[config.mk]
export PLATFORM = sky130hd
export DESIGN_NAME = lpmc_top
export DESIGN_NICKNAME = d
export VERILOG_FILES = /design/src/lpmc_pkg.sv /design/src/lpmc_port_drv.sv /design/src/lpmc_top.sv
export SDC_FILE = /design/constraint.sdc
export NUM_CORES = 1
export LEC_CHECK = 0
export ABC_AREA = 1
export ABC_CLOCK_PERIOD_IN_PS = 1620
export BUFFER_PORTS_ARGS = -buffer_cell sky130_fd_sc_hd__buf_4
export CORE_ASPECT_RATIO = 0.5
export CORE_UTILIZATION = 46
export CTS_BUF_LIST = sky130_fd_sc_hd__clkbuf_4 sky130_fd_sc_hd__clkbuf_8
export CTS_CLUSTER_SIZE = 12
export DETAILED_ROUTE_END_ITERATION = 10
export GPL_ROUTABILITY_DRIVEN = 0
export PLACE_DENSITY_LB_ADDON = 0.1
export SLEW_MARGIN = 10
export SYNTH_ARGS = -nofsm -noshare
export SYNTH_HDL_FRONTEND = slang
export SYNTH_HIERARCHICAL = 1
export SYNTH_SLANG_ARGS = --single-unit
[constraint.sdc]
create_clock -name i_clk -period 1.62 [get_ports i_clk]
set_clock_uncertainty 0.15 [all_clocks]
set_input_delay 0.081 -clock i_clk [delete_from_list [all_inputs] [get_ports i_clk]]
set_output_delay 0.081 -clock i_clk [all_outputs]
set_load 0.005 [all_outputs]
[src/lpmc_pkg.sv]
// lpmc_pkg: constants and carrier types for the low-power mode and port control block
// assumes a 250 MHz core clock; register port is a plain strobe bus
package lpmc_pkg;
    // register addresses
    localparam logic [7:0] LPMC_ADDR_PWR = 8'h87;
    localparam logic [7:0] LPMC_ADDR_P1 = 8'h90;
    localparam logic [7:0] LPMC_ADDR_P2 = 8'hA0;
    localparam logic [7:0] LPMC_ADDR_P3 = 8'hB0;
    localparam logic [7:0] LPMC_ADDR_ID0 = 8'hF8;
    // power_control_reg field positions
    localparam int LPMC_IDLE_BIT = 0;
    localparam int LPMC_PD_BIT = 1;
    localparam int LPMC_GF0_BIT = 2;
    localparam int LPMC_GF1_BIT = 3;
    localparam int LPMC_SMOD_BIT = 7;
    localparam logic [7:0] LPMC_PWR_WMASK = 8'h8F;
    localparam logic [7:0] LPMC_PWR_RST = 8'h00;
    localparam logic [7:0] LPMC_PORT_RST = 8'hFF;
    // timing, counted in osc periods (one osc period = one core clock here)
    localparam int LPMC_OSC_PER_MC = 12;
    localparam int LPMC_RST_MC = 2;
    localparam int LPMC_RST_CYC = LPMC_OSC_PER_MC * LPMC_RST_MC;
    localparam int LPMC_KICK_CYC = 2;
    localparam logic [63:0] LPMC_ID_DEFAULT = 64'h0123_4567_89AB_CDEF; // arbitrary value

    typedef enum logic [2:0] {
        LPMC_RUN = 3'b001,
        LPMC_IDLE = 3'b010,
        LPMC_PDOWN = 3'b100
    } lpmc_mode_t;

    typedef struct packed {
        logic [7:0] addr;
        logic [7:0] wdata;
        logic wr;
        logic rd;
    } lpmc_req_t;

    typedef struct packed {
        logic ext_active;
        logic ext_code;
        logic [7:0] addr_hi;
        logic table_read;
        logic table_from_ext;
        logic table_int_target;
        logic verify;
        logic [7:0] verify_byte;
    } lpmc_core_t;

    typedef struct packed {
        logic [7:0] pd_en;
        logic [7:0] strong_en;
        logic [7:0] keep_en;
    } lpmc_drv_t;
endpackage

[src/lpmc_port_drv.sv]
// lpmc_port_drv: output driver control for one 8-bit quasi-bidirectional port
// assumes latch data comes from logic on the same clock
module lpmc_port_drv (
    input wire logic i_clk,
    input wire logic i_rst,
    input wire logic [7:0] i_latch,
    input wire logic [7:0] i_force_strong,
    output lpmc_pkg::lpmc_drv_t o_drv
);
    typedef struct packed {
        logic [7:0] prev;
        logic [7:0][1:0] kick;
        lpmc_pkg::lpmc_drv_t drv;
    } lpmc_pd_state_t;
    lpmc_pd_state_t st_q, st_d;

    always_comb begin
        st_d = st_q;
        st_d.prev = i_latch;
        for (int b = 0; b < 8; b++) begin
            if (!i_latch[b]) begin
                st_d.kick[b] = 2'b00;
            end else if (!st_q.prev[b]) begin
                st_d.kick[b] = 2'(lpmc_pkg::LPMC_KICK_CYC - 1);
            end else if (st_q.kick[b] != 2'b00) begin
                st_d.kick[b] = st_q.kick[b] - 2'b01;
            end
            st_d.drv.pd_en[b] = !i_latch[b];
            st_d.drv.strong_en[b] = i_latch[b] && (i_force_strong[b] || (!st_q.prev[b])
                || (st_q.kick[b] != 2'b00));
            st_d.drv.keep_en[b] = i_latch[b];
        end
    end

    always_ff @(posedge i_clk) begin
        if (i_rst) begin
            st_q <= '{prev: 8'hFF, kick: '0, drv: '{pd_en: 8'h00, strong_en: 8'h00, keep_en: 8'hFF}};
        end else begin
            st_q <= st_d;
        end
    end

    assign o_drv = st_q.drv;
endmodule // lpmc_port_drv

[src/lpmc_top.sv]
// lpmc_top: idle / power-down control, pin states, port drivers, secure and id options
// assumes the core and timers sit outside; clock is the 250 MHz core clock
//
// The register offsets and the plain strobed port are this design's own decisions.
module lpmc_top #(
    parameter logic [63:0] ID_VALUE = lpmc_pkg::LPMC_ID_DEFAULT, // arbitrary value
    parameter logic [63:0] KEY_ARRAY = 64'h5A3C_96E1_0F7B_D248 // arbitrary key
) (
    input wire logic i_clk,
    input wire logic i_rst,
    input wire logic i_rst_pin,
    input wire logic i_ext_access_sel,
    input wire logic i_secure_en,
    input wire logic i_irq_pending,
    input wire lpmc_pkg::lpmc_req_t i_req,
    input wire lpmc_pkg::lpmc_core_t i_core,
    output logic [7:0] o_rdata,
    output logic o_osc_enable,
    output logic o_cpu_clk_en,
    output logic o_periph_clk_en,
    output logic o_clk_half,
    output logic o_int_rst,
    output logic o_ext_exec,
    output logic o_table_block,
    output logic [7:0] o_verify_data,
    output logic o_addr_latch_strobe,
    output logic o_program_fetch_strobe,
    output logic [7:0] o_port0_out,
    output logic [7:0] o_port0_oe,
    output logic [7:0] o_port2_out,
    output lpmc_pkg::lpmc_drv_t o_port1_drv,
    output lpmc_pkg::lpmc_drv_t o_port2_drv,
    output lpmc_pkg::lpmc_drv_t o_port3_drv,
    output lpmc_pkg::lpmc_mode_t o_mode
);
    ////////////////////////////////////////////////////////////////////////////
    // state
    typedef struct packed {
        logic rs1;
        logic rs2;
        logic [4:0] rcnt;
        logic irst;
        logic ea_lat;
        logic half;
        lpmc_pkg::lpmc_mode_t mode;
        logic pd_ext;
        logic [7:0] pwr;
        logic [7:0] p1;
        logic [7:0] p2;
        logic [7:0] p3;
        logic [7:0] rdata;
        logic [7:0] vdata;
        logic ale;
        logic program_fetch_strobe;
    } lpmc_state_t;
    lpmc_state_t st_q, st_d;

    logic [7:0] rd_mux;
    logic [7:0] p2_strong;
    logic [2:0] id_idx;
    assign id_idx = i_req.addr[2:0];

    ////////////////////////////////////////////////////////////////////////////
    // read mux
    always_comb begin
        rd_mux = 8'h00;
        if (i_req.addr == lpmc_pkg::LPMC_ADDR_PWR) begin
            rd_mux = st_q.pwr & lpmc_pkg::LPMC_PWR_WMASK;
        end else if (i_req.addr == lpmc_pkg::LPMC_ADDR_P1) begin
            rd_mux = st_q.p1;
        end else if (i_req.addr == lpmc_pkg::LPMC_ADDR_P2) begin
            rd_mux = st_q.p2;
        end else if (i_req.addr == lpmc_pkg::LPMC_ADDR_P3) begin
            rd_mux = st_q.p3;
        end else if (i_req.addr[7:3] == lpmc_pkg::LPMC_ADDR_ID0[7:3]) begin
            rd_mux = ID_VALUE[id_idx*8 +: 8];
        end
    end

    ////////////////////////////////////////////////////////////////////////////
    // next state
    always_comb begin
        st_d = st_q;
        // the first synchroniser stage feeds only the second
        st_d.rs1 = i_rst_pin;
        st_d.rs2 = st_q.rs1;
        if (!st_q.rs2) begin
            st_d.rcnt = 5'd0;
        end else if (st_q.rcnt != 5'(lpmc_pkg::LPMC_RST_CYC)) begin
            st_d.rcnt = st_q.rcnt + 5'd1;
        end
        // short glitches on the pin do not reset; 24 osc periods are needed
        st_d.irst = st_q.rs2 && (st_q.rcnt == 5'(lpmc_pkg::LPMC_RST_CYC - 1) || st_q.irst);
        st_d.half = !st_q.half;
        st_d.rdata = i_req.rd ? rd_mux : 8'h00;
        if (st_q.irst) begin
            st_d.mode = lpmc_pkg::LPMC_RUN;
            st_d.pwr = lpmc_pkg::LPMC_PWR_RST;
            st_d.p1 = lpmc_pkg::LPMC_PORT_RST;
            st_d.p2 = lpmc_pkg::LPMC_PORT_RST;
            st_d.p3 = lpmc_pkg::LPMC_PORT_RST;
            st_d.pd_ext = 1'b0;
            st_d.ea_lat = i_ext_access_sel;
        end else begin
            if (!i_secure_en) begin
                st_d.ea_lat = i_ext_access_sel;
            end
            case (st_q.mode)
                lpmc_pkg::LPMC_RUN: begin
                    if (i_req.wr) begin
                        case (i_req.addr)
                            lpmc_pkg::LPMC_ADDR_PWR: begin
                                st_d.pwr = i_req.wdata & lpmc_pkg::LPMC_PWR_WMASK;
                                if (i_req.wdata[lpmc_pkg::LPMC_PD_BIT]) begin
                                    st_d.mode = lpmc_pkg::LPMC_PDOWN;
                                    st_d.pd_ext = i_core.ext_code;
                                end else if (i_req.wdata[lpmc_pkg::LPMC_IDLE_BIT]) begin
                                    st_d.mode = lpmc_pkg::LPMC_IDLE;
                                end
                            end
                            lpmc_pkg::LPMC_ADDR_P1: st_d.p1 = i_req.wdata;
                            lpmc_pkg::LPMC_ADDR_P2: st_d.p2 = i_req.wdata;
                            lpmc_pkg::LPMC_ADDR_P3: st_d.p3 = i_req.wdata;
                            default: st_d.p1 = st_q.p1;
                        endcase
                    end
                end
                lpmc_pkg::LPMC_IDLE: begin
                    if (i_irq_pending) begin
                        st_d.pwr[lpmc_pkg::LPMC_IDLE_BIT] = 1'b0;
                        st_d.mode = lpmc_pkg::LPMC_RUN;
                    end
                end
                // power-down holds mode and registers frozen: no write, no interrupt exit
                lpmc_pkg::LPMC_PDOWN: st_d.mode = lpmc_pkg::LPMC_PDOWN;
                default: st_d.mode = lpmc_pkg::LPMC_RUN;
            endcase
        end
        // verify output is never clear code when secured
        st_d.vdata = i_secure_en ? (i_core.verify_byte ^ KEY_ARRAY[i_core.addr_hi[2:0]*8 +: 8])
            : i_core.verify_byte;
        case (st_d.mode)
            lpmc_pkg::LPMC_IDLE: begin
                st_d.ale = 1'b1;
                st_d.program_fetch_strobe = 1'b1;
            end
            lpmc_pkg::LPMC_PDOWN: begin
                st_d.ale = 1'b0;
                st_d.program_fetch_strobe = 1'b0;
            end
            default: begin
                st_d.ale = i_core.ext_active;
                st_d.program_fetch_strobe = !(i_core.ext_active && i_core.ext_code);
            end
        endcase
    end

    always_ff @(posedge i_clk) begin
        if (i_rst) begin
            st_q <= '{rs1: 1'b0, rs2: 1'b0, rcnt: 5'd0, irst: 1'b0, ea_lat: 1'b0, half: 1'b0,
                mode: lpmc_pkg::LPMC_RUN, pd_ext: 1'b0, pwr: lpmc_pkg::LPMC_PWR_RST,
                p1: lpmc_pkg::LPMC_PORT_RST, p2: lpmc_pkg::LPMC_PORT_RST, p3: lpmc_pkg::LPMC_PORT_RST,
                rdata: 8'h00, vdata: 8'h00, ale: 1'b1, program_fetch_strobe: 1'b1};
        end else begin
            st_q <= st_d;
        end
    end

    ////////////////////////////////////////////////////////////////////////////
    // pins and drivers
    logic ext_bus;
    assign ext_bus = !st_q.ea_lat;
    assign o_ext_exec = ext_bus;
    assign o_mode = st_q.mode;
    assign o_rdata = st_q.rdata;
    assign o_osc_enable = (st_q.mode != lpmc_pkg::LPMC_PDOWN);
    assign o_cpu_clk_en = (st_q.mode == lpmc_pkg::LPMC_RUN);
    assign o_periph_clk_en = o_osc_enable;
    assign o_clk_half = st_q.half;
    assign o_int_rst = st_q.irst;
    assign o_table_block = i_secure_en && i_core.table_read && i_core.table_from_ext
        && i_core.table_int_target;
    assign o_verify_data = st_q.vdata;
    assign o_addr_latch_strobe = st_q.ale;
    assign o_program_fetch_strobe = st_q.program_fetch_strobe;
    // port0 always floats: o_port0_oe is 8'h00 whether or not the external bus owns it or power-down was entered from external code
    assign o_port0_out = 8'h00;
    assign o_port0_oe = (ext_bus || (st_q.mode == lpmc_pkg::LPMC_PDOWN && st_q.pd_ext)) ? 8'h00
        : ~st_q.p1 & 8'h00;
    logic p2_addr;
    assign p2_addr = i_core.ext_active && (st_q.mode != lpmc_pkg::LPMC_PDOWN)
        && (st_q.mode == lpmc_pkg::LPMC_RUN || ext_bus);
    assign o_port2_out = p2_addr ? i_core.addr_hi : st_q.p2;
    assign p2_strong = p2_addr ? i_core.addr_hi
        : ((st_q.mode == lpmc_pkg::LPMC_PDOWN) ? st_q.p2 : 8'h00);

    lpmc_port_drv u_p1 (.i_clk(i_clk), .i_rst(i_rst), .i_latch(st_q.p1), .i_force_strong(8'h00),
        .o_drv(o_port1_drv));
    lpmc_port_drv u_p2 (.i_clk(i_clk), .i_rst(i_rst), .i_latch(o_port2_out), .i_force_strong(p2_strong),
        .o_drv(o_port2_drv));
    lpmc_port_drv u_p3 (.i_clk(i_clk), .i_rst(i_rst), .i_latch(st_q.p3), .i_force_strong(8'h00),
        .o_drv(o_port3_drv));
endmodule // lpmc_top

Word level (Yosys, flattened, before mapping)
Index checks and enable logic that the tools add are counted.
- multiplexer cells: 75
- eq/ne operators: 41
- add/subtract/negate cells: 25
- bitwise operators: 51
- reduce and logical (&&, ||, !) cells: 199
- shift-type cells: 2
- operator list (cell ; number):
    indexed part select 64 x 7 -> 8 bit (first input constant) ; 2
    2-to-1 mux 8 bit ; 13
    OR reduction 3 bit ; 25
    2-to-1 mux 36 bit ; 2
    OR reduction 2 bit ; 27
    2-to-1 mux 1 bit ; 52
    != test 2 bit (second input constant) ; 26
    zero test 1 bit ; 51
    inverter 1 bit ; 50
    nonzero test 2 bit ; 25
    subtractor 2 x 1 -> 2 bit (second input constant) ; 24
    logical OR 1 bit ; 34
    == test 8 bit (second input constant) ; 4
    logical AND 1 bit ; 31
    2-to-1 mux 24 bit ; 1
    2-to-1 mux 12 bit ; 1
    AND reduction 3 bit ; 4
    == test 5 bit (second input constant) ; 2
    2-to-1 mux 3 bit ; 3
    case mux 3 bit (3 select lines) ; 1
    AND reduction 4 bit ; 2
    bitwise XOR 8 bit ; 1
    == test 3 x 2 -> 1 bit (second input constant) ; 2
    == test 3 bit (second input constant) ; 2
    7 further kinds ; 8
- output and inout bits: 124
- word-level logic and storage cells: 468
- flip-flop bits (word level): 181

Longest topological paths before layout
- depth in word-level cells: 8
- gate-level depth with buffers: 10
- gate-level depth less buffers: 9

Modules after synthesis
Netlist, hierarchy kept.
- by module, submodules not included (module ; cells an instance ; times used ; sequential area each (µm²) ; area an instance (µm²)):
    lpmc_port_drv ; 211 ; 3 ; 800.8 ; 1665.3
    lpmc_top ; 456 ; 1 ; 1201.2 ; 3225.6

Least setup slack after synthesis
No wires, ideal clock.
- path type: register to register
- from: register st_q (netlist bit o_mode[2])
- to: register u_p2/st_q[35] (netlist bit)
- setup time: 64 ps
- arrival time: 1492 ps
- setup slack: -86 ps
- cell stages (with the launch flop): 10
- period minus slack after synthesis: 1706 ps
- data required time: 1406 ps
- buffers on the path: 1
- cell sequence: dfxtp_1 -> inv_2 -> nand3_4 -> nand2_1 -> nand3_1 -> inv_1 -> buf_4 -> o21ai_0 -> nand3_1 -> nor2_1
- word-level cells in the longest chain between the ends: 6
- elaborated cells between the ends (all ways): 8
- RTL lines (element ; line ; source):
    start: declaration ; lpmc_top.sv:56 ; lpmc_state_t st_q, st_d;
    start signal: assignment ; lpmc_top.sv:160 ; st_q <= '{rs1: 1'b0, rs2: 1'b0, rcnt: 5'd0, irst: 1'b0, ea_lat: 1'b0, half: 1'b0,
    start signal: assignment ; lpmc_top.sv:165 ; st_q <= st_d;
    != test 3 bit / == test 3 x 1 -> 1 bit (equally long branches) ; lpmc_top.sv:191, lpmc_top.sv:192 ;
    logical AND 1 bit / logical OR 1 bit (equally long branches) ; lpmc_top.sv:191, lpmc_top.sv:192 ;
    logical AND 1 bit * ; lpmc_top.sv:192 ; && (st_q.mode == lpmc_pkg::LPMC_RUN || ext_bus);
    2-to-1 mux 8 bit * ; lpmc_top.sv:193 ; assign o_port2_out = p2_addr ? i_core.addr_hi : st_q.p2;
    via o_port2_out[5] ; lpmc_top.sv:30 ; output logic [7:0] o_port2_out,
    inverter 1 bit (no source line) * ; -- ;
    OR reduction 3 bit (no source line) * ; -- ;
    end signal: assignment ; lpmc_port_drv.sv:37 ; st_q <= '{prev: 8'hFF, kick: '0, drv: '{pd_en: 8'h00, strong_en: 8'h00, keep_en: 8'hFF}};
    end signal: assignment ; lpmc_port_drv.sv:39 ; st_q <= st_d;
    end: declaration ; lpmc_port_drv.sv:15 ; lpmc_pd_state_t st_q, st_d;
The timed path passes the listed nets; every way through them passes the cells marked *.
A chain may end at the register's enable or synchronous reset.

Worst setup path after layout
- from: register st_q (netlist bit o_mode[2])
- to: output o_port2_out[7]
- word-level cells in the longest chain between the ends: 4
- elaborated cells between the ends (all ways): 6
- RTL lines (element ; line):
    != test 3 bit / == test 3 x 1 -> 1 bit (equally long branches) ; lpmc_top.sv:191, lpmc_top.sv:192
    logical AND 1 bit / logical OR 1 bit (equally long branches) ; lpmc_top.sv:191, lpmc_top.sv:192
    logical AND 1 bit * ; lpmc_top.sv:192
    2-to-1 mux 8 bit * ; lpmc_top.sv:193
    end: declaration ; lpmc_top.sv:30
Mark *: on every way between the ends. The rest lies on a longest branch, timed or not.

==> flow_summary.toml <==
[grt]
grt_overflow = 0
grt.total_usage = 0.202
grt_pass1_vias = 6083
grt_pass1_wl_um = 28700
antenna_found_initial = 0
grt_max_degree = 26

[critical_path]
worstSetupPathType = "register to primary output"
cp.required_ns = 1.39
startpoint_type = "register"
slowest_stage = "dfxtp_2"
path_buf_inv = 4
cp_top_family = "buffers and inverters"
crit_fanout = 3
cp-end-kind = "primary output"
cp.arrival_ns = 1.72
slowest_delay_ns = 0.35
cp_cell_sequence = "inv_2 > nand3_4 > nand2_4 > nand3_4 > buf_4 > buf_6 > o21ai_4 > buf_6"

[clock_network]
numCtsBuffers = 17
cts_root_buf = "clkbuf_8"
cts.clk_slew.worst_paths_ns = 0.09
cts_htree_levels = 4
clkLatencyLatePin_ns = 0.47
cts_num_sinks = 180
cts_buffer_depth = 2
cts_tree = "built"

[layout]
drive_gt1_frac = 0.227
layout_common_cells = "243 x nand2_1, 178 x dfxtp_1, 161 x buf_4, 144 x inv_1, 127 x nor2_1"
final_core_util = 0.589
nNetsFinal = 1325
fillCellCount = 1647
multiInputGateArea_mm2 = 0.00341
diodes = 0
fin_area_mm2 = 0.0103
syn_to_final_growth_pct = 24.9
regArea_mm2 = 0.00361
final_common_cell = "nand2_1"

[synthesis]
synth_edf_count = 0
synth_area_mm2 = 0.00822
syn_inst = 1089
ys_async_sr_fraction = 0
syn_avg_cell_area_um2 = 7.55
synth-compound-area-share = 0.0741
ys.flop_type = "dfxtp_1"
synth.yosys.seq_area_share = 0.438
ys.warnings.count = 6
synth-seq-cells = 180
synth-xor-area-share = 0.00107
yosys.cell_types.count = 36
synth_fa_ha_area_frac = 0.0457
synthMuxAreaShare = 0
synth_top_family_by_area = "simple AND/OR/NAND/NOR gates"
synth_simple_gate_area_share = 0.252

[status]
failed_checks = "setup timing"
status = "finished with violations"

[sta]
fin_crit_sh = 1.20
max_freq_mhz = 513
rsz0062_at_grt = "true"
drv_slew = 0
setup_slack_ns = -0.331
period_minus_slack_ns = 1.95
worst_pin_slew_ns = 0.626
setup_violations = 12
relSlewSlack = 0.581
holdWs_ns = 0.0203
hold_violations = 0

[die]
std_cell_rows = 34
ios = 170
core_mm2 = 0.0174
die_h_um = 96.5
initial_utilization = 0.471
die_w_um = 191
dieArea_mm2 = 0.0184

[run]
max_cap_viol_count = 0

[placed_design]
placed_cell_area_mm2 = 0.00896
hpwl_um = 13000
io_buffers = 152

[power]
vdd_drop_max_mv = 0.845
leakagePower_nw = 5.13
power_density_mw_per_mm2 = 1120
p_total_mw = 11.5

[routing]
drt_pass1_iterations = 6
avgViaCountPerCell = 4.57
post_drt_wl_per_cell_um = 12.4
totalWireLength_um = 18600
drcViolationCount = 0
ant_nets = 0
dr_total_vias = 6835
drt-initial-drc-count = 337

[hold_path]
min_path_type = "primary input to register"
-- worst min-delay path: cells and delay by family --
kind / cells / cell delay, ns
and+or+nand+nor: 4 / 0.27
buffers and inverters: 2 / 0.19
AOI/OAI and AO/OA: 1 / 0.06
-- metrics by stage --
stage / instances / setup slack, ns / setup TNS (ns)
after floorplan: 1120 / -0.0863 / -1.14
after global placement: 1399 / -0.179 / -5.02
after detailed placement: 1399 / -0.277 / -8.77
after CTS: 1488 / -0.338 / -2.53
after global routing: 1496 / -0.428 / -5.27
final: 1496 / -0.331 / -2.51
-- area by class of cell --
cell class | count | area share
clock buffers | 18 | 0.0235
clock inverters | 14 | 0.0139
inverters | 160 | 0.0613
multi-input cells | 660 | 0.332
flip-flops and latches | 180 | 0.351
well taps | 234 | 0.0285
repair buffers | 230 | 0.190
-- synth_stat cells (2+ instances only) --
cell type  instances  area share
o21ai_0           50       0.030
and3_1             3      0.0023
clkinv_4           3      0.0032
nor2_4             2      0.0027
nor2_1           132       0.060
a21oi_2            3      0.0032
buf_4            109        0.10
nand2_2           13      0.0099
inv_4              2      0.0015
o211ai_2           2      0.0030
a21oi_1           42       0.026
dfxtp_1          180        0.44
inv_2              6      0.0027
nor2_8             4      0.0097
nand2_1          254        0.12
buf_6              4      0.0055
o211ai_1           9      0.0082
nand3_1           63       0.038
inv_1            149       0.068
nor2_2             2      0.0015
nor3_1             5      0.0030
buf_8              3      0.0055
ha_1              30       0.046
clkbuf_1           5      0.0023
nand4_1            3      0.0023
-- flip-flops by register name (all words and copies together), names as in the netlist, 3 cells and up --
register / cells
u_p3/o_drv: 24
u_p2/o_drv: 24
u_p3/st_q: 16
o_rdata: 8
u_p1/st_q: 16
u_p2/st_q: 16
u_p1/o_drv: 24
o_verify_data: 8
o_mode: 3
st_q: 36
-- logic make-up (layout without fill, tap and decap cells) --
logic type      Yosys count  in the layout
xor+xnor                  1              1
fa+ha+maj                30             30
buf+inv                 281            422
compound gates          110            110
simple gates            486            487
other cells               1             32
flops                   180            180
-- per-layer routing --
metal  vias up  share of wire  track usage
met5         -              0            0
met4         0          0.012       0.0741
met3        18          0.050       0.0459
met2       145           0.46        0.337
met1      3110           0.48        0.259
li1       3562              -            -
-- power by group --
part,total (mW),internal (mW),switching [mW]
logic,3.22,1.41,1.80
clock network,3.00,1.28,1.72
registers,5.29,5.02,0.272
-- final timing paths --
kind,startpoint,end,slack (ns),cells after the start
max,o_mode[2],o_port2_out[7],-0.33,8
min,i_req[17],st_q[42],0.02,7
max reg2reg,o_mode[2],u_p2/st_q[39],-0.04,10
min reg2reg,st_d[62],st_q[62],0.26,2
-- repair_timing --
| item | 4_1_cts | 5_1_grt |
|---|---|---|
| pin swaps | 3 | 17 |
| endpoints found under the setup margin | 46 | 65 |
| cloned | 0 | 1 |
| resized for setup | 46 | 43 |
| hold buffers | 52 | 1 |
| endpoints found under the hold margin | 99 | 2 |
| buffers inserted | 5 | 10 |
Power figures use the tool's default switching activity.
